File: config.mk
export PLATFORM = sky130hd
export DESIGN_NAME = vocoder_regs
export DESIGN_NICKNAME = d
export VERILOG_FILES = /design/src/hw/vocoder_regs.v /design/src/hw/sync_2ff.v /design/src/hw/packet_store.v
export VERILOG_INCLUDE_DIRS = /design/src /design/src/hw
export SDC_FILE = /design/constraint.sdc
export NUM_CORES = 1
export LEC_CHECK = 0
export BUFFER_PORTS_ARGS = -buffer_cell sky130_fd_sc_hd__buf_2
export CAP_MARGIN = 20
export CORE_ASPECT_RATIO = 1.4
export CORE_MARGIN = 3
export CORE_UTILIZATION = 45
export DETAILED_ROUTE_END_ITERATION = 7
export PLACE_DENSITY = 0.69
export SLEW_MARGIN = 0
export SYNTH_ARGS = -nofsm -noshare
export SYNTH_HDL_FRONTEND = slang
export SYNTH_SLANG_ARGS = --single-unit
File: constraint.sdc
create_clock -name clk_in -period 10.2 [get_ports clk_in]
set_input_delay 2.04 -clock clk_in [delete_from_list [all_inputs] [get_ports clk_in]]
set_output_delay 2.04 -clock clk_in [all_outputs]
set_load 0.005 [all_outputs]
File: src/hw/vocoder_regs_map.vh
`ifndef VOCODER_REGS_MAP_VH
`define VOCODER_REGS_MAP_VH
// register addresses on the serial control bus
`define ADDR_VOCODER_CONTROL    8'h11
`define ADDR_SERVICE_ACK        8'h2E
`define ADDR_FRAME_TYPES        8'h2F
`define ADDR_PACKET_STREAM      8'h30
`define ADDR_CONTROL_MIRROR     8'h3C
// vocoder_control field positions
`define CTL_PLAYBACK            0
`define CTL_CAPTURE             1
`define CTL_REPEATER            2
`define CTL_CONCEAL             3
`define CTL_WANTED_NOTIFY       4
`define CTL_RX_DT_DETECT        5
`define CTL_RX_DT_GENERATE      6
`define CTL_RX_ST_DETECT        7
// vocoder_config field positions
`define CFG_FEC                 4
`define CFG_RATE_HI             3
`define CFG_RATE_LO             2
`define CFG_FRAMES_HI           1
`define CFG_FRAMES_LO           0
`define CFG_RATE_2750           2'h2
// packet sizes in bytes
`define BYTES_2400              6'h06
`define BYTES_2750              6'h07
`define BYTES_FEC_3             6'h1B
`define BYTES_FEC_4             6'h24
`define PACKET_MAX_BYTES        36
// reset values
`define CONTROL_RESET           16'h0000
`define ACK_RESET               8'h00
`define FRAME_TYPES_RESET       8'h00
// timing
`define CLK_MHZ                 250
`define FRAME_MS                20
`define FRAME_CYCLES            (`FRAME_MS * `CLK_MHZ * 1000)
`endif

File: src/hw/vocoder_regs.v
// Behaviour
// - ack register bit 0 is one for success, zero for failure
// - frame types: two bits per frame, frame one in bits 1:0
// - frame types captured only for raw frames without FEC
// - packet register streams up to 36 bytes, msb first
// - raw packets: 6 or 7 bytes per frame, 1 to 4 frames
// - FEC packets: 27 bytes per 60ms (3 frames), 36 bytes for 1, 2 or 4 frames
// - packet register also returns codec FIFO words, high byte first
// - new control value takes effect within one 20ms frame
// - mirror register returns last control write at once
// - control write completion sets ready flag and may interrupt
// - bit 0 enables playback path
// - bit 1 enables capture path; off means no packets unless repeater bit 2 set
// - both paths set: off on half duplex, full duplex otherwise
// - repeater recode outputs packets when capture is off
// - bit 3 enables loss concealment
// - bit 4 lets decoder readiness set frame wanted flag
// - bit 5 enables dual-tone frame detection, forced off while full duplex is active
// - bit 6 generates dual tones only while detection on
// - bit 7 enables single-tone frame detection, forced off while full duplex is active
// - service completion sets service flag and ack result
`timescale 1ns/1ps
`include "vocoder_regs_map.vh"
module vocoder_regs #(
    parameter FULL_DUPLEX  = 0,
    parameter FRAME_CYCLES = `FRAME_CYCLES
) (
    input  wire        clk_in,                // core clock
    input  wire        rst_in,                // sync reset, high
    input  wire        bus_clk_in,            // host serial clock
    input  wire        bus_cs_n_in,           // host select, low
    input  wire        bus_cmd_in,            // host serial data in
    output reg         bus_reply_out,         // serial reply data
    input  wire [7:0]  vocoder_config_in,     // config register value
    input  wire [7:0]  pkt_byte_in,           // encoder output byte
    input  wire        pkt_byte_valid_in,     // encoder byte strobe
    input  wire [7:0]  frame_types_in,        // encoder frame types
    input  wire        frame_types_valid_in,  // frame types strobe
    input  wire        svc_done_in,           // service finished pulse
    input  wire        svc_ok_in,             // service result
    input  wire        decoder_ready_in,      // decoder can take frame
    input  wire        codec_fifo_sel_in,     // stream codec FIFO
    input  wire [15:0] codec_fifo_word_in,    // codec FIFO head word
    input  wire        status_clear_in,       // clears sticky flags
    input  wire [1:0]  irq_enable_in,         // [0] service, [1] ready
    output reg         codec_fifo_pop_out,    // FIFO word consumed
    output reg         packet_due_out,        // produce packet pulse
    output reg         playback_path_on_out,  // decoder enable
    output reg         capture_path_on_out,   // encoder enable
    output reg         repeater_recode_on_out,// repeater enable
    output reg         loss_concealment_on_out, // concealment enable
    output reg         rx_dual_tone_detect_out, // dual-tone detect
    output reg         rx_dual_tone_generate_out, // dual-tone gen
    output reg         rx_single_tone_detect_out, // single-tone det
    output reg         full_duplex_out,       // full duplex active
    output reg         packet_available_flag_out, // packet ready
    output reg         frame_wanted_flag_out, // decoder wants frame
    output reg         service_done_flag_out, // service completed
    output reg         control_done_flag_out, // control applied
    output wire        interrupt_request_low_out // interrupt, low
);
    localparam BW = 6;

    wire       bclk_s;
    wire       cs_n_s;
    wire       cmd_s;
    reg        bclk_d_reg;
    wire       bclk_rise = bclk_s & ~bclk_d_reg;
    wire       bclk_fall = ~bclk_s & bclk_d_reg;

    // synchronisers reset to the idle level, so no false edge after reset
    sync_2ff u_sync_clk (.clk_in(clk_in), .rst_in(rst_in), .d_in(bus_clk_in),
        .rst_val_in(1'b0), .q_out(bclk_s));
    sync_2ff u_sync_cs (.clk_in(clk_in), .rst_in(rst_in), .d_in(bus_cs_n_in),
        .rst_val_in(1'b1), .q_out(cs_n_s));
    sync_2ff u_sync_cmd (.clk_in(clk_in), .rst_in(rst_in), .d_in(bus_cmd_in),
        .rst_val_in(1'b0), .q_out(cmd_s));

    reg [15:0] control_reg;
    reg [15:0] mirror_reg;
    reg        pending_reg;
    reg [7:0]  ack_reg;
    reg [7:0]  types_reg;
    reg [4:0]  bit_cnt_reg;
    reg        addr_done_reg;
    reg [7:0]  addr_reg;
    reg [15:0] shift_in_reg;
    reg [15:0] reply_reg;
    reg        fifo_low_reg;
    reg [BW-1:0] wr_ptr_reg;
    reg [BW-1:0] rd_ptr_reg;
    wire [7:0]   rd_byte;
    reg [31:0] frame_cnt_reg;
    reg [2:0]  pkt_frame_reg;
    wire       frame_tick = (frame_cnt_reg == FRAME_CYCLES - 1);

    // packet size from config
    wire       fec_on = vocoder_config_in[`CFG_FEC];
    wire [1:0] rate = vocoder_config_in[`CFG_RATE_HI:`CFG_RATE_LO];
    wire [1:0] fsel = vocoder_config_in[`CFG_FRAMES_HI:`CFG_FRAMES_LO];
    wire [2:0] frames = (fsel == 2'h0) ? 3'h4 : {1'b0, fsel};
    wire [BW-1:0] per_frame = (rate == `CFG_RATE_2750) ?
                              `BYTES_2750 : `BYTES_2400;
    reg  [BW-1:0] byte_count;

    always @* begin
        if (fec_on) begin
            byte_count = (frames == 3'h3) ?
                         `BYTES_FEC_3 : `BYTES_FEC_4;
        end else begin
            byte_count = per_frame * {3'h0, frames};
        end
    end

    // capture or repeater path feeds the packet register
    wire producing = capture_path_on_out |
                     (repeater_recode_on_out &
                      ~control_reg[`CTL_CAPTURE]);
    wire store_wr = pkt_byte_valid_in & producing;
    wire last_byte = store_wr & (wr_ptr_reg == byte_count - 1'b1);

    packet_store #(.DEPTH(`PACKET_MAX_BYTES), .AW(BW)) u_store (.clk_in(clk_in),
        .wr_en_in(store_wr), .wr_addr_in(wr_ptr_reg), .wr_data_in(pkt_byte_in),
        .rd_addr_in(rd_ptr_reg), .rd_data_out(rd_byte));

    // read mux for the address being loaded
    wire [7:0] next_addr = {shift_in_reg[6:0], cmd_s};
    wire [7:0] sel_addr  = addr_done_reg ? addr_reg : next_addr;
    reg  [15:0] read_word;
    wire [7:0]  stream_byte = codec_fifo_sel_in ?
        (fifo_low_reg ? codec_fifo_word_in[7:0] :
                        codec_fifo_word_in[15:8]) : rd_byte;

    always @* begin
        case (sel_addr)
            `ADDR_SERVICE_ACK:    read_word = {ack_reg, 8'h00};
            `ADDR_FRAME_TYPES:    read_word = {types_reg, 8'h00};
            `ADDR_PACKET_STREAM:  read_word = {stream_byte, 8'h00};
            `ADDR_CONTROL_MIRROR: read_word = mirror_reg;
            default:              read_word = 16'h0000;
        endcase
    end

    wire addr_end = bclk_rise & ~cs_n_s & ~addr_done_reg &
                    (bit_cnt_reg == 5'h07);
    wire stream_end = bclk_rise & ~cs_n_s & addr_done_reg &
                      (addr_reg == `ADDR_PACKET_STREAM) &
                      (bit_cnt_reg == 5'h07);
    wire ctl_end = bclk_rise & ~cs_n_s & addr_done_reg &
                   (addr_reg == `ADDR_VOCODER_CONTROL) &
                   (bit_cnt_reg == 5'h0F);
    wire load_reply = addr_end | stream_end;
    wire take_byte = (addr_end & (next_addr == `ADDR_PACKET_STREAM)) |
                     stream_end;

    // serial shifter
    always @(posedge clk_in) begin
        if (rst_in) begin
            bclk_d_reg    <= 1'b0;
            bit_cnt_reg   <= 5'h00;
            addr_done_reg <= 1'b0;
            addr_reg      <= 8'h00;
            shift_in_reg  <= 16'h0000;
            reply_reg     <= 16'h0000;
            bus_reply_out <= 1'b0;
        end else begin
            bclk_d_reg <= bclk_s;
            if (cs_n_s) begin
                bit_cnt_reg   <= 5'h00;
                addr_done_reg <= 1'b0;
            end else if (bclk_rise) begin
                shift_in_reg <= {shift_in_reg[14:0], cmd_s};
                bit_cnt_reg  <= bit_cnt_reg + 5'h01;
                if (addr_end) begin
                    addr_reg      <= next_addr;
                    addr_done_reg <= 1'b1;
                    bit_cnt_reg   <= 5'h00;
                end else if (stream_end | ctl_end) begin
                    bit_cnt_reg <= 5'h00;
                end
                if (load_reply) begin
                    reply_reg <= read_word;
                end
            end else if (bclk_fall) begin
                bus_reply_out <= reply_reg[15];
                reply_reg     <= {reply_reg[14:0], 1'b0};
            end
        end
    end

    // control word, mirror and deferred apply
    always @(posedge clk_in) begin
        if (rst_in) begin
            control_reg           <= `CONTROL_RESET;
            mirror_reg            <= `CONTROL_RESET;
            pending_reg           <= 1'b0;
            control_done_flag_out <= 1'b0;
        end else begin
            if (ctl_end) begin
                mirror_reg  <= {shift_in_reg[14:0], cmd_s};
                pending_reg <= 1'b1;
            end else if (pending_reg & frame_tick) begin
                control_reg <= mirror_reg;
                pending_reg <= 1'b0;
            end
            if (pending_reg & frame_tick & ~ctl_end) begin
                control_done_flag_out <= 1'b1;
            end else if (status_clear_in) begin
                control_done_flag_out <= 1'b0;
            end
        end
    end

    wire dec_bit = control_reg[`CTL_PLAYBACK];
    wire enc_bit = control_reg[`CTL_CAPTURE];
    wire both = dec_bit & enc_bit;
    wire fd = both & (FULL_DUPLEX != 0);
    wire tones_ok = ~fd;

    always @(posedge clk_in) begin
        if (rst_in) begin
            playback_path_on_out      <= 1'b0;
            capture_path_on_out       <= 1'b0;
            repeater_recode_on_out    <= 1'b0;
            loss_concealment_on_out   <= 1'b0;
            rx_dual_tone_detect_out   <= 1'b0;
            rx_dual_tone_generate_out <= 1'b0;
            rx_single_tone_detect_out <= 1'b0;
            full_duplex_out           <= 1'b0;
        end else begin
            playback_path_on_out    <= dec_bit & (~both | fd);
            capture_path_on_out     <= enc_bit & (~both | fd);
            repeater_recode_on_out  <= control_reg[`CTL_REPEATER] &
                                       ~enc_bit;
            loss_concealment_on_out <= control_reg[`CTL_CONCEAL];
            rx_dual_tone_detect_out <= control_reg[`CTL_RX_DT_DETECT] &
                                       tones_ok;
            rx_dual_tone_generate_out <=
                control_reg[`CTL_RX_DT_GENERATE] &
                control_reg[`CTL_RX_DT_DETECT] & tones_ok;
            rx_single_tone_detect_out <=
                control_reg[`CTL_RX_ST_DETECT] & tones_ok;
            full_duplex_out <= fd;
        end
    end

    // frame timer and packet cadence
    always @(posedge clk_in) begin
        if (rst_in) begin
            frame_cnt_reg  <= 32'h00000000;
            pkt_frame_reg  <= 3'h0;
            packet_due_out <= 1'b0;
        end else begin
            packet_due_out <= 1'b0;
            if (frame_tick) begin
                frame_cnt_reg <= 32'h00000000;
                if (!producing) begin
                    pkt_frame_reg <= 3'h0;
                end else if (pkt_frame_reg + 3'h1 >= frames) begin
                    pkt_frame_reg  <= 3'h0;
                    packet_due_out <= 1'b1;
                end else begin
                    pkt_frame_reg <= pkt_frame_reg + 3'h1;
                end
            end else begin
                frame_cnt_reg <= frame_cnt_reg + 32'h00000001;
            end
        end
    end

    // packet buffer pointers and availability
    always @(posedge clk_in) begin
        if (rst_in) begin
            wr_ptr_reg                <= {BW{1'b0}};
            rd_ptr_reg                <= {BW{1'b0}};
            fifo_low_reg              <= 1'b0;
            codec_fifo_pop_out        <= 1'b0;
            packet_available_flag_out <= 1'b0;
        end else begin
            codec_fifo_pop_out <= 1'b0;
            if (!producing) begin
                wr_ptr_reg <= {BW{1'b0}};
            end else if (last_byte) begin
                wr_ptr_reg <= {BW{1'b0}};
            end else if (store_wr) begin
                wr_ptr_reg <= wr_ptr_reg + 1'b1;
            end
            if (last_byte) begin
                rd_ptr_reg <= {BW{1'b0}};
            end else if (take_byte & ~codec_fifo_sel_in &
                         (rd_ptr_reg < byte_count - 1'b1)) begin
                rd_ptr_reg <= rd_ptr_reg + 1'b1;
            end
            if (take_byte & codec_fifo_sel_in) begin
                fifo_low_reg       <= ~fifo_low_reg;
                codec_fifo_pop_out <= fifo_low_reg;
            end
            if (last_byte) begin
                packet_available_flag_out <= 1'b1;
            end else if (status_clear_in) begin
                packet_available_flag_out <= 1'b0;
            end
        end
    end

    // service result, frame types and notifications
    always @(posedge clk_in) begin
        if (rst_in) begin
            ack_reg               <= `ACK_RESET;
            types_reg             <= `FRAME_TYPES_RESET;
            service_done_flag_out <= 1'b0;
            frame_wanted_flag_out <= 1'b0;
        end else begin
            if (svc_done_in) begin
                ack_reg               <= {7'h00, svc_ok_in};
                service_done_flag_out <= 1'b1;
            end else if (status_clear_in) begin
                service_done_flag_out <= 1'b0;
            end
            if (frame_types_valid_in & ~fec_on) begin
                types_reg <= frame_types_in;
            end
            if (decoder_ready_in &
                control_reg[`CTL_WANTED_NOTIFY]) begin
                frame_wanted_flag_out <= 1'b1;
            end else if (status_clear_in) begin
                frame_wanted_flag_out <= 1'b0;
            end
        end
    end

    assign interrupt_request_low_out =
        ~((service_done_flag_out & irq_enable_in[0]) |
          (control_done_flag_out & irq_enable_in[1]));
endmodule

File: src/hw/sync_2ff.v
`timescale 1ns/1ps
module sync_2ff (
    input  wire clk_in,   // core clock
    input  wire rst_in,   // sync reset, high
    input  wire d_in,     // asynchronous level
    input  wire rst_val_in, // idle level of the pin
    output wire q_out     // synchronised level
);
    reg meta_reg;
    reg sync_reg;

    always @(posedge clk_in) begin
        if (rst_in) begin
            meta_reg <= rst_val_in;
            sync_reg <= rst_val_in;
        end else begin
            meta_reg <= d_in;
            sync_reg <= meta_reg;
        end
    end

    assign q_out = sync_reg;
endmodule

File: src/hw/packet_store.v
`timescale 1ns/1ps
module packet_store #(
    parameter DEPTH = 36,
    parameter AW    = 6
) (
    input  wire          clk_in,     // core clock
    input  wire          wr_en_in,   // write strobe
    input  wire [AW-1:0] wr_addr_in, // write address
    input  wire [7:0]    wr_data_in, // write byte
    input  wire [AW-1:0] rd_addr_in, // read address
    output reg  [7:0]    rd_data_out // registered read byte
);
    reg [7:0] mem [0:DEPTH-1];

    always @(posedge clk_in) begin
        if (wr_en_in) begin
            mem[wr_addr_in] <= wr_data_in;
        end
        rd_data_out <= mem[rd_addr_in];
    end
endmodule

# ---- Word level (Yosys, flattened, before mapping)
# Memory sizes are Yosys's and may differ from the RTL's. A register that Yosys moved wholly into a read port is not among the register bits.
# Cells that the tools add are included.
dict set report op_classes {
  eq_ne 14
  bitwise 48
  n_reduce_logical 19
  muxes 25
  addsub 6
  mul 1
  order_cmp 2
}
# op n
set ops {}
lappend ops {{16-bit one-hot mux with 4 select lines} 1}
lappend ops {{8-bit by 6-bit equality test with 1-bit output, second input constant} 6}
lappend ops {{16-bit two-way mux} 3}
lappend ops {{32-bit by 1-bit adder with 32-bit output, second input constant} 1}
lappend ops {{32-bit by 23-bit equality test with 1-bit output, second input constant} 1}
lappend ops {{1-bit AND} 28}
lappend ops {{8-bit two-way mux} 3}
lappend ops {{1-bit inverter} 15}
lappend ops {{6-bit by 1-bit adder with 6-bit output, second input constant} 2}
lappend ops {{6-bit two-way mux} 2}
lappend ops {{2-bit nonzero test} 6}
lappend ops {{1-bit two-way mux} 11}
lappend ops {{5-bit two-way mux} 2}
lappend ops {{3-bit two-way mux} 3}
lappend ops {{3-bit AND reduction} 3}
lappend ops {{8-bit by 5-bit equality test with 1-bit output, second input constant} 1}
lappend ops {{2-bit OR reduction} 4}
lappend ops {{6-bit equality test} 1}
lappend ops {{6-bit < comparator} 1}
lappend ops {{3-bit by 3-bit multiplier with 6-bit output} 1}
lappend ops {{2-bit AND reduction} 3}
lappend ops {{3-bit OR reduction} 2}
lappend ops {{6-bit by 1-bit subtractor with 6-bit output, second input constant} 1}
lappend ops {{5-bit by 1-bit adder with 5-bit output, second input constant} 1}
lappend ops {{other kinds (9)} 13}
dict set report word_totals {
  reg_bits 148
  elab_cells 152
  ram_bits 288
  memories 1
  inputBits 54
  output_inout_bits 16
}
# name depth word_bits rd rd_ports_with_merged_regs write_ports line_no
set memory_table {}
lappend memory_table {u_store.mem 36 8 1 1 1 packet_store.v:13} ;# reg [7:0] mem [0:DEPTH-1];

# ---- Depth between registers and ports, before layout
# Gate-level depths: netlist of run 1.
dict set report logic_depth {
  word_depth 10
  ltp_mapped 20
  ltp_nobuf 18
}

# ---- Modules after synthesis
# A second synthesis of run 1 with hierarchy kept.
dict set report unflattened {
  hier_cells 1423
  hier_area_um2 18785.5
}
# mod seq_area_each_um2 cells_per_inst instances area_each_um2
set by_module_without_submodules {}
lappend by_module_without_submodules {packet_store 8808.4 630 1 11712.5}
lappend by_module_without_submodules {vocoder_regs 2842.7 781 1 6885.4}
lappend by_module_without_submodules {sync_2ff 40.0 4 3 62.6}

# ---- Worst setup path before layout of run 1
# Ideal clock, no wire load.
dict set report synth_path {
  path_kind {input-to-reg}
  start {in vocoder_config_in[0]}
  end {reg rd_ptr_reg[1]}
  n_path_buf 2
  arrival_time_ns 5.892
  cell_stages 20
  slack_ns 4.176
  t_required_ns 10.068
  setup_time_ns 0.132
  path_cell_list {clkbuf_1 > inv_1 > ha_1 > clkbuf_1 > nand3b_1 > o21ai_0 > ha_1 > nand2b_1 > a2111oi_0 > nor2_1 > xnor2_1 > nor2_1 > nor2_1 > ha_1 > a21o_1 > a2111oi_0 > o31ai_1 > nor3_1 > mux2i_1 > nor3_1}
}
dict set report synth_via {
  elab_chain_len 9
  word_cells_on_any_way 12
  cone_classes {add/sub (1); mul (1); order compare (1); eq/ne (2); mux (3); bitwise (2); reduce/logical (2)}
}
# item line_no
set synth_lines {}
lappend synth_lines {{start, declared} vocoder_regs.v:34} ;# input wire [7:0] vocoder_config_in,
lappend synth_lines {{2-bit zero test} vocoder_regs.v:101} ;# wire [2:0] frames = (fsel == 2'h0) ? 3'h4 : {1'b0, fsel};
lappend synth_lines {{3-bit two-way mux (*)} vocoder_regs.v:101}
lappend synth_lines {{parallel branches: the longest is 2 deep, another holds 3-bit by 3-bit multiplier with 6-bit output} -}
lappend synth_lines {{6-bit two-way mux (*)} vocoder_regs.v:107} ;# if (fec_on) begin
lappend synth_lines {{6-bit by 1-bit subtractor with 6-bit output (*)} {vocoder_regs.v:120, vocoder_regs.v:291}}
lappend synth_lines {{parallel branches: the longest is 3 deep, another holds 6-bit < comparator} -}
lappend synth_lines {{end signal, assigned} vocoder_regs.v:275} ;# rd_ptr_reg <= {BW{1'b0}};
lappend synth_lines {{end signal, assigned} vocoder_regs.v:289} ;# rd_ptr_reg <= {BW{1'b0}};
lappend synth_lines {{end signal, assigned} vocoder_regs.v:292} ;# rd_ptr_reg <= rd_ptr_reg + 1'b1;
lappend synth_lines {{end, declared} vocoder_regs.v:91} ;# reg [BW-1:0] rd_ptr_reg;
# Mark *: on every way between the ends.
# A chain may end at the register's enable or synchronous reset.

# ---- Final worst setup path of run 1
# Same ends and word-level chain as after synthesis.

==> results of run 1 <==
cells in the mapped netlist (all sizes together) (16+ instances only):
| library cell | n | area share [%] |
|---|---|---|
| nand3 | 22 | 0.61 |
| mux2i | 60 | 3.3 |
| o21ai | 24 | 0.66 |
| mux4 | 88 | 11 |
| a21oi | 42 | 1.2 |
| dfxtp | 156 | 17 |
| xor2 | 21 | 1.0 |
| buf | 17 | 0.41 |
| xnor2 | 20 | 0.96 |
| nor4 | 16 | 0.55 |
| clkbuf | 61 | 1.3 |
| nand2 | 77 | 1.6 |
| nor3 | 27 | 0.74 |
| ha | 20 | 1.4 |
| nor2 | 151 | 3.1 |
| edfxtp | 288 | 48 |
routing by layer:
metal	vias up	track usage, %	part of all wire, %
met4	0	5.55	2.8
met2	255	32.4	53
li1	4932	-	-
met3	59	2.81	4.5
met5	-	0	0
met1	5248	21.7	39
placed cells by master (no fill, tap or decap), types with 9 or more instances in the layout:
cell       instances
dfxtp_1          154
inv_1             14
ha_1              20
mux2i_1           60
o21ai_0           23
a21oi_1           42
edfxtp_1         288
nor2b_1           14
buf_4             12
nand3b_1           9
nor4_1            16
nor3_1            27
nand4_1           13
or3_1             14
a211oi_1          10
nand3_1           22
nand2_1           77
clkbuf_16         44
clkbuf_1          10
xnor2_1           20
buf_2             64
mux4_2            88
xor2_1            21
nor2_1           151
power by group:
group	leakage, nW	internal, mW	switching (mW)
combinational	2.12	0.0267	0.0541
clock	0.684	0.933	0.650
sequential	3.85	1.91	0.00375
total	6.66	2.87	0.708
metrics by stage:
| step | hold WS [ns] | setup WS, ns |
|---|---|---|
| finish | 0.417 | 4.32 |
| global route | 0.427 | 3.97 |
| CTS | 0.418 | 4.34 |
| detailed placement | 0.398 | 3.77 |
| global placement | 0.402 | 3.73 |
| floorplan | 0.389 | 4.18 |
how the worst max path moves through the flow:
stage,from,to,slack [ns],cells past startpoint
floorplan,vocoder_config_in[0],rd_ptr_reg[1],4.18,20
global placement,vocoder_config_in[0],rd_ptr_reg[1],3.73,19
detailed placement,vocoder_config_in[0],rd_ptr_reg[1],3.77,19
CTS,vocoder_config_in[0],rd_ptr_reg[1],4.34,19
global route,vocoder_config_in[0],rd_ptr_reg[4],3.97,19
finish,vocoder_config_in[0],rd_ptr_reg[1],4.32,19
worst max-delay path, cell delays in order:
cell	delay (ns)
buf_2	0.18
inv_1	0.12
ha_1	0.31
nand3b_1	0.19
o21ai_0	0.12
ha_1	0.27
nand2b_1	0.18
a2111oi_0	0.62
nor2_1	0.16
xnor2_1	0.17
nor2_1	0.05
nor2_1	0.17
ha_1	0.28
a21o_1	0.19
a2111oi_0	0.40
o31ai_1	0.24
nor3_1	0.32
mux2i_1	0.22
nor3_1	0.05
cells by family (layout without fill, tap and decap cells):
kind of cell,Yosys count,count (layout)
compound gates,127,127
xor+xnor,42,42
fa+ha+maj,20,20
buf+inv,92,167
flops,444,444
mux,151,151
other cells,1,1
simple gates,399,399
area by class of cell:
class                           count  area, um2
Fill cell                        3304      19200
Clock buffer                       56       1170
Tap cell                          528        661
Sequential cell                   444      11800
Multi-Input combinational cell    740       6060
Clock inverter                     20        233
Inverter                           14       52.6
Timing Repair Buffer               77        425
==> reports/results.txt, run 1 <==
outcome -> finished, final reports clean
DIE AREA -> 42900 um2
count of pins over their slew limit -> 0
Worst EP arrival -> 6.29 ns
CP required -> 10.61 ns
Hold Path Depth -> 1
Final #Nets -> 1393
vias in the first global route -> 10700
reg2reg path depth -> 6
Max Clock Skew -> 0.0114 ns
layout cell share with drive strength beyond 1 -> 18.0%
Synth cell types -> 64
startpoint types -> input port
Area Overhead vs Synth -> 12.0%
hold violation total from the final report -> 0
first-pass iteration count of the detailed router -> 5
CP max FO -> 9
DP Area -> 18900 um2
Crit. End Element -> flop
fmax -> 170 MHz
Peak VDD IR -> 106 uV
max reg flops -> 288
power density cells -> 176 nW/um2
flops & latches, synth -> 444
1st-iter DRT viols -> 864
reg2reg end -> reply_reg[10]
Worst-path clk slew -> 0.06 ns
Final Power -> 3.58 mW
Tmin final -> 5.88 ns
xor/xnor share of the synthesized area -> 2.10%
Pleak -> 6.66 nW
Sink Count -> 444
fin crit share -> 57.6%
Setup-failing EPs final -> 0
hold_buf cts -> 0
largest family of logic cells by synthesized area -> multiplexers
Mapped Cells -> 1276
H-tree Lvls -> 2
placed cells -> 1801
total core area -> 39600 um2
Hold EP -> u_sync_cs.q_out
final WL -> 37800 um
Post-Synth Simple-Gate Area -> 10.8%
post-layout util -> 51.4%
synthesized area -> 18200 um2
first-pass GRT wire length -> 60000 um
Async S/R FF share, synth -> 0%
IO Port Bufs -> 65
r2r setup slk -> 6.78 ns
Num CTS Buffers -> 42
die height -> 244 um
EDFF count, synth -> 288
RSZ-0062 raised after global routing -> no
initial antenna violation count -> 1
syn nets -> 1350
clock root buffer -> clkbuf_16
CTS tree -> yes
Syn. warnings -> 0
post-route design area -> 20400 um2
routed len/inst -> 20.1 um
post-synthesis compound-gate area fraction -> 4.62%
via count -> 10500
Hold Path Class -> reg -> reg
postcts setup bufs -> 0
routability cong. -> 0.822
type of the worst setup path -> in -> reg
Starting Density -> 45.9%
Antenna Nets Post-Route -> 0
clock buffer depth -> 3
dpl hpwl -> 24900 um
post-route insts no fill -> 1879
Synth Area in Adders -> 1.38%
slew of the pin with the lowest slew margin -> 1.36 ns
RR Startpoint -> addr_done_reg
# resized after CTS -> 0
Core Rows -> 86
setup TNS -> 0 ns
Seq/Total Area, Yosys -> 64.7%
Die X -> 176 um
relative slew slack -> 9.65%
DRC viols -> 0
Antenna diodes -> 0
hold path startpoint -> u_sync_cs.meta_reg
predominant post-synthesis flop cell -> edfxtp_1
pin count of the biggest net entering global routing -> 70
syn avg cell area -> 14.3 um2
Max Cap Viol -> 0
io pins -> 70
worst skew pair latency -> 0.54 ns
GR Util All Layers -> 17.8%
GRT overflow -> 0
mux contribution to synthesized area -> 14.4%
vias per cell -> 5.58
(Power assumes the default switching activity.)
==> run 2, diff against run 1 <==
--- a/config.mk
+++ b/config.mk
@@ -6,13 +6,14 @@
 export SDC_FILE = /design/constraint.sdc
 export NUM_CORES = 1
 export LEC_CHECK = 0
+export ABC_AREA = 1
 export BUFFER_PORTS_ARGS = -buffer_cell sky130_fd_sc_hd__buf_2
 export CAP_MARGIN = 20
 export CORE_ASPECT_RATIO = 1.4
 export CORE_MARGIN = 3
 export CORE_UTILIZATION = 45
 export DETAILED_ROUTE_END_ITERATION = 7
-export PLACE_DENSITY = 0.69
+export PLACE_DENSITY = 0.71
 export SLEW_MARGIN = 0
 export SYNTH_ARGS = -nofsm -noshare
 export SYNTH_HDL_FRONTEND = slang
==> constraint.sdc (replaced) <==
create_clock -name clk_in -period 4.75 [get_ports clk_in]
set_input_delay 0.95 -clock clk_in [delete_from_list [all_inputs] [get_ports clk_in]]
set_output_delay 0.95 -clock clk_in [all_outputs]
set_load 0.005 [all_outputs]
==> run 2 against run 1 <==
Against the previous run:
- synthesized cell count increased by 45%
- cell area is 2.7% higher
- combinational power grew 130%
- clock skew increased by 0.015 ns
- largest power group unchanged
==> reports/results.txt, run 2 <==
IO Port Bufs -> 65 (unchanged)
power density cells -> 369 nW/um2 (+110%)
Setup-failing EPs final -> 0 (unchanged)
CTS tree -> yes
Antenna Nets Post-Route -> 0 (unchanged)
Layout fillers -> 3605 (+9.1%)
outcome -> finished, final reports clean
Peak VDD IR -> 263 uV (+150%)
flops & latches, synth -> 444 (unchanged)
Pleak -> 7.16 nW (+7.5%)
GRT overflow -> 0 (unchanged)
Max Clock Skew -> 0.0259 ns (+0.0145 ns)
register area -> 11800 um2 (unchanged)
DIE AREA -> 44300 um2 (+3.2%)
worst skew pair latency -> 0.56 ns (+0.02 ns)
clock buffer depth -> 3 (unchanged)
area leader, netlist -> edfxtp_1
cell family with most CP delay -> simple AND/OR/NAND/NOR gates
max reg flops -> 288 (unchanged)
most common cell in the netlist -> edfxtp_1
Syn. warnings -> 0 (unchanged)
initial antenna violation count -> 2 (+1)
Hold Path Class -> reg -> reg
hold violation total from the final report -> 0 (unchanged)
layout cell share with drive strength beyond 1 -> 10.3% (-7.7 points)
Final #Nets -> 1967 (+41%)
fmax -> 278 MHz
Max stage delay on crit path -> 0.28 ns (-0.34 ns)
die height -> 248 um (+1.6%)
met2 Track Usage GR -> 36.3% (+3.9 points)
first-pass iteration count of the detailed router -> 5 (unchanged)
GR peak layer -> met2
Num CTS Buffers -> 43 (+2.4%)
Final Power -> 7.73 mW (+120%)
routability cong. -> 0.890 (+8.2%)
setup TNS -> 0 ns (unchanged)
commonest cells after routing, fill and taps aside -> edfxtp_1, nor2_1, nand2_1
most common cell after layout, fill and taps aside -> edfxtp_1
first-pass GRT wire length -> 71400 um (+19%)
dpl hpwl -> 30200 um (+21%)
worst setup margin -> 1.16 ns (-3.17 ns)
postcts setup bufs -> 0 (unchanged)
count of pins over their slew limit -> 0 (unchanged)
Seq/Total Area, Yosys -> 62.7% (-2.1 points)
worst slack at placement -> 0.671 ns (-3.10 ns)
post-route design area -> 20900 um2 (+2.7%)
critical path's slowest cell -> ha_1
top cell type's share of synthesized area -> 46.1% (-1.5 points)
CP required -> 5.18 ns (-5.43 ns)
type of the worst setup path -> in -> reg
via count -> 13800 (+32%)
Async S/R FF share, synth -> 0% (unchanged)
leading cell types by count after synthesis -> edfxtp_1, nor2_1, nand2_1
Synth cell types -> 48 (-25%)
Mapped Cells -> 1855 (+45%)
syn avg cell area -> 10.1 um2 (-29%)
Hold EP -> u_sync_clk.q_out
hold slack -> 0.414 ns (-0.00278 ns)
post-route insts no fill -> 2459 (+31%)
hold_buf cts -> 0 (unchanged)
post-layout util -> 51.4% (about the same)
startpoint types -> input port
clock root buffer -> clkbuf_16
Hold Path Depth -> 2 (+1)
Starting Density -> 46.1% (+0.21 points)
relative slew slack -> 29.9% (+20 points)
Core Rows -> 87 (+1.2%)
critical path, cell by cell -> buf_2 -> inv_1 -> ha_1 -> nor2_1 -> nand2_1 -> nor2_1 -> ha_1 -> o21ai_1 -> nand2_1 -> inv_1 -> nand3_1 -> nand2_1 -> nand2_1 -> ha_1 -> nand2_1 -> nor2_1 -> a211oi_1 -> nand3_2 -> nand2_1 -> o21ai_2 -> inv_1 -> nor2_1
Worst EP arrival -> 4.02 ns (-2.27 ns)
Sink Count -> 444 (unchanged)
pin count of the biggest net entering global routing -> 77 (+10%)
CP Buf/Inv Count -> 4 (+2)
# resized after CTS -> 0 (unchanged)
vias in the first global route -> 13300 (+25%)
CP max FO -> 11 (+2)
Worst-path clk slew -> 0.06 ns (about the same)
met1 usage -> 24.6% (+2.9 points)
Max Cap Viol -> 0 (unchanged)
EDFF count, synth -> 288 (unchanged)
GR Util All Layers -> 20.4% (+2.6 points)
synth top area cells -> edfxtp_1, dfxtp_1, o21ai_0
final WL -> 45900 um (+21%)
DP Area -> 19500 um2 (+3.0%)
RR Startpoint -> rd_ptr_reg[0]
met3 Use GR -> 3.18% (+0.38 points)
Tmin final -> 3.59 ns
syn nets -> 1929 (+43%)
Area Overhead vs Synth -> 11.4%
total core area -> 40700 um2 (+2.8%)
io pins -> 70 (unchanged)
CP dominant cell by count -> nand2_1
H-tree Lvls -> 2 (unchanged)
multi-input combinational cell area -> 6140 um2 (+1.4%)
DRC viols -> 0 (unchanged)
routed len/inst -> 18.7 um (-7.2%)
reg2reg path depth -> 8 (+2)
placed cells -> 2382 (+32%)
r2r setup slk -> 1.50 ns (-5.28 ns)
Die X -> 179 um (+1.6%)
Crit. End Element -> flop
predominant post-synthesis flop cell -> edfxtp_1
synthesized area -> 18800 um2 (+3.3%)
hold path startpoint -> u_sync_clk.meta_reg
fin crit share -> 75.6%
slew of the pin with the lowest slew margin -> 1.05 ns (-0.306 ns)
RSZ-0062 raised after global routing -> no
1st-iter DRT viols -> 1292 (+50%)
vias per cell -> 5.63 (+0.80%)
reg2reg end -> u_store.rd_data_out[7]
## run 2: cell count changes after synthesis, moves of 60 or more
cell,change
nor2_1,+133
nand2_1,+154
inv_1,+104
mux2i_1,-60
mux4_2,-88
o21ai_0,+198
## run 2: layout make-up
class / instances / share of cell area [%]
clock buffers: 54 / 5.54
well taps: 534 / 3.19
diodes: 1 / 0.0120
inverters: 135 / 2.43
flip-flops and latches: 444 / 56.3
clock inverters: 22 / 1.17
multi-input cells: 1191 / 29.4
repair buffers: 78 / 2.02
## run 2: power by group
group	internal [mW]	leakage (nW)	switching (mW)	total [mW]
Combinational	0.0511	2.63	0.134	0.185
Clock	2.00	0.677	1.42	3.42
Sequential	4.11	3.85	0.00882	4.12
## run 2: worst register-to-register path, cell delays in order, from the launching register on
cell and delay [ns]:
dfxtp_4 0.83, clkinv_2 0.69, buf_4 0.50, o21ai_0 0.23, o22ai_1 0.11, o211ai_1 0.17
nand4_1 0.27, nand3_1 0.25, nand2_1 0.08
## run 2: cells by family (layout without fill, tap and decap cells)
| family | count (synthesis) | after routing | synth area share (%) |
|---|---|---|---|
| XOR/XNOR | 28 | 28 | 1.31 |
| flip-flops | 444 | 444 | 62.7 |
| AND/OR/NAND/NOR | 706 | 706 | 16.8 |
| buffers and inverters | 220 | 289 | 4.65 |
| AO/OA/AOI/OAI | 436 | 436 | 13.2 |
| adder cells (fa/ha/maj) | 20 | 20 | 1.33 |
| other | 1 | 2 | 0.0200 |
## run 2: how the worst max path moves through the flow
stage	end	slack [ns]	cells after the start	from
2_1_floorplan	rd_ptr_reg[1]	1.26	22	vocoder_config_in[0]
3_5_place_dp	rd_ptr_reg[4]	0.67	22	vocoder_config_in[0]
6_report	rd_ptr_reg[4]	1.16	22	vocoder_config_in[0]
4_1_cts	rd_ptr_reg[4]	1.23	22	vocoder_config_in[0]
5_1_grt	rd_ptr_reg[5]	0.82	22	vocoder_config_in[0]
3_3_place_gp	rd_ptr_reg[5]	0.80	22	vocoder_config_in[0]
## run 2: per-layer routing
metal  wire length (um)  part of all wire (%)
met5                 13                 0.028
met4               1950                   4.2
met3               2800                   6.1
met2              23100                    50
met1              18100                    39
==> run 3, diff against run 2 <==
==> constraint.sdc (replaced) <==
create_clock -name clk_in -period 2.94 [get_ports clk_in]
set_input_delay 0.588 -clock clk_in [delete_from_list [all_inputs] [get_ports clk_in]]
set_output_delay 0.588 -clock clk_in [all_outputs]
set_load 0.005 [all_outputs]
==> run 3 against run 2 <==
Against the previous run:
- wire length decreased by 0.71%
- non-clock buffer count increased by 63
- hold slack got worse by 0.18 ns
- critical path type unchanged
- combinational power increased by 89%
- highest routed layer is now met4
==> reports/results.txt, run 3 (synthesized netlist as in run 2, its figures left out) <==
outcome -> finished, final reports clean
final WL -> 45600 um (-0.71%)
CP required -> 3.42 ns (-1.76 ns)
Starting Density -> 46.1% (unchanged)
Hold Path Depth -> 2 (unchanged)
Hold Path Class -> in -> reg
io pins -> 70 (unchanged)
Sink Count -> 444 (unchanged)
Antenna Nets Post-Route -> 0 (unchanged)
GR peak layer -> met2
Layout fillers -> 3564 (-1.1%)
fin crit share -> 92.4%
max reg flops -> 288 (unchanged)
type of the worst setup path -> in -> reg
initial antenna violation count -> 1 (-1)
total core area -> 40700 um2 (unchanged)
slew of the pin with the lowest slew margin -> 0.769 ns (-0.280 ns)
Max Clock Skew -> 0.0128 ns (-0.0132 ns)
relative slew slack -> 48.6% (+19 points)
hold_buf cts -> 0 (unchanged)
layout cell share with drive strength beyond 1 -> 14.2% (+3.9 points)
1st-iter DRT viols -> 1148 (-11%)
hold violation total from the final report -> 0 (unchanged)
met3 Use GR -> 2.91% (-0.28 points)
Peak VDD IR -> 420 uV (+60%)
reg2reg end -> reply_reg[11]
pin count of the biggest net entering global routing -> 148 (+92%)
vias per cell -> 5.51 (-2.0%)
Pleak -> 7.50 nW (+4.8%)
Die X -> 179 um (unchanged)
met1 usage -> 23.6% (-0.93 points)
Core Rows -> 87 (unchanged)
first-pass iteration count of the detailed router -> 5 (unchanged)
first-pass GRT wire length -> 70800 um (-0.82%)
die height -> 248 um (unchanged)
reg2reg path depth -> 10 (+2)
Final Power -> 12.4 mW (+60%)
CP max FO -> 6 (-5)
Worst-path clk slew -> 0.06 ns (about the same)
DRC viols -> 0 (unchanged)
worst setup path start -> vocoder_config_in[1]
routed len/inst -> 18.1 um (-3.2%)
Max Cap Viol -> 0 (unchanged)
Num CTS Buffers -> 42 (-2.3%)
fmax -> 368 MHz
worst setup margin -> 0.222 ns (-0.936 ns)
clock root buffer -> clkbuf_16
GR Util All Layers -> 20.4% (-0.060 points)
hold path startpoint -> bus_cs_n_in
worst slack at placement -> -0.442 ns (-1.11 ns)
r2r setup slk -> 0.58 ns (-0.92 ns)
DIE AREA -> 44300 um2 (unchanged)
Area Overhead vs Synth -> 14.6%
power density cells -> 576 nW/um2 (+56%)
Crit. End Element -> flop
RR Startpoint -> u_sync_cs.q_out
via count -> 13900 (+0.51%)
most common cell after layout, fill and taps aside -> edfxtp_1
GRT overflow -> 0 (unchanged)
Hold EP -> u_sync_cs.meta_reg
count of pins over their slew limit -> 0 (unchanged)
routability cong. -> 0.913 (+2.6%)
IO Port Bufs -> 65 (unchanged)
clock buffer depth -> 3 (unchanged)
vias in the first global route -> 13500 (+1.6%)
dpl hpwl -> 30300 um (+0.39%)
Final #Nets -> 2030 (+3.2%)
Tmin final -> 2.72 ns
Worst EP arrival -> 3.20 ns (-0.82 ns)
startpoint types -> input port
H-tree Lvls -> 2 (unchanged)
met2 Track Usage GR -> 36.7% (+0.47 points)
CTS tree -> yes
Setup-failing EPs final -> 0 (unchanged)
worst skew pair latency -> 0.55 ns (about the same)
commonest cells after routing, fill and taps aside -> edfxtp_1, nor2_1, nand2_1
[run 3: cell types whose count changed in the layout (fill, tap and decap cells not counted), moves of 3 or more]
cell,change
buf_12,+3
buf_4,+60
clkinvlp_2,-3
ha_1,-3
ha_4,+3
inv_1,-3
inv_2,+3
nand2_1,-6
nand2_2,+5
nor2_1,-5
nor2_2,+4
[run 3: stage by stage]
stage                     cells  instance area [um2]  util (%)  TNS, ns  hold slack, ns
after floorplan            1855                18800         -  -0.0529           0.388
after global placement     2440                20000      49.2    -1.75           0.399
after detailed placement   2440                20000      49.2    -2.53           0.405
after CTS                  2516                21400      52.5        0           0.205
after global routing       2523                21500      52.8  -0.0175           0.210
final                      2523                21500      52.8        0           0.230
[run 3: layer usage]
layer	share of wire, %	vias to the layer above
li1	-	6753
met1	39	6560
met2	52	476
met3	5.6	125
met4	4.3	0
met5	0	-
[run 3: worst max path at each step]
stage	end	slack (ns)	cells past startpoint
2_1_floorplan	rd_ptr_reg[1]	-0.02	21
3_3_place_gp	rd_ptr_reg[3]	-0.30	21
5_1_grt	rd_ptr_reg[1]	-0.02	22
4_1_cts	rd_ptr_reg[2]	0.13	19
3_5_place_dp	rd_ptr_reg[2]	-0.44	19
6_report	rd_ptr_reg[1]	0.22	21
[run 3: final cells by class]
type	instances	area [um2]	area share [%]
diodes	1	2.50	0.0116
clock buffers	56	1160	5.38
clock inverters	20	203	0.942
inverters	135	508	2.36
multi-input cells	1192	6250	29.1
flip-flops and latches	444	11800	54.7
well taps	534	668	3.11
repair buffers	141	946	4.40
[run 3: report_power, final]
part           internal, mW  switching (mW)  total (mW)
logic                 0.119           0.230       0.349
registers              6.65          0.0139        6.66
clock network          3.12            2.25        5.37
[run 3: worst max-delay path: stages]
cell      delay [ns]
buf_6           0.07
inv_2           0.04
ha_4            0.17
nor2_2          0.11
nand2_1         0.10
nor2_2          0.10
ha_1            0.29
nor2_2          0.14
o21ai_1         0.07
nor2_1          0.14
nand2_1         0.10
nand2_2         0.09
ha_4            0.20
a21oi_2         0.14
nor2_2          0.05
a211oi_2        0.18
buf_4           0.16
nand3_4         0.14
o21ai_2         0.21
inv_2           0.05
nor2_2          0.06
[run 3: what timing repair did]
action / 4_1_cts / 5_1_grt
buffers inserted: 0 / 5
setup endpoints to repair: 0 / 6
gates resized for setup: 0 / 24
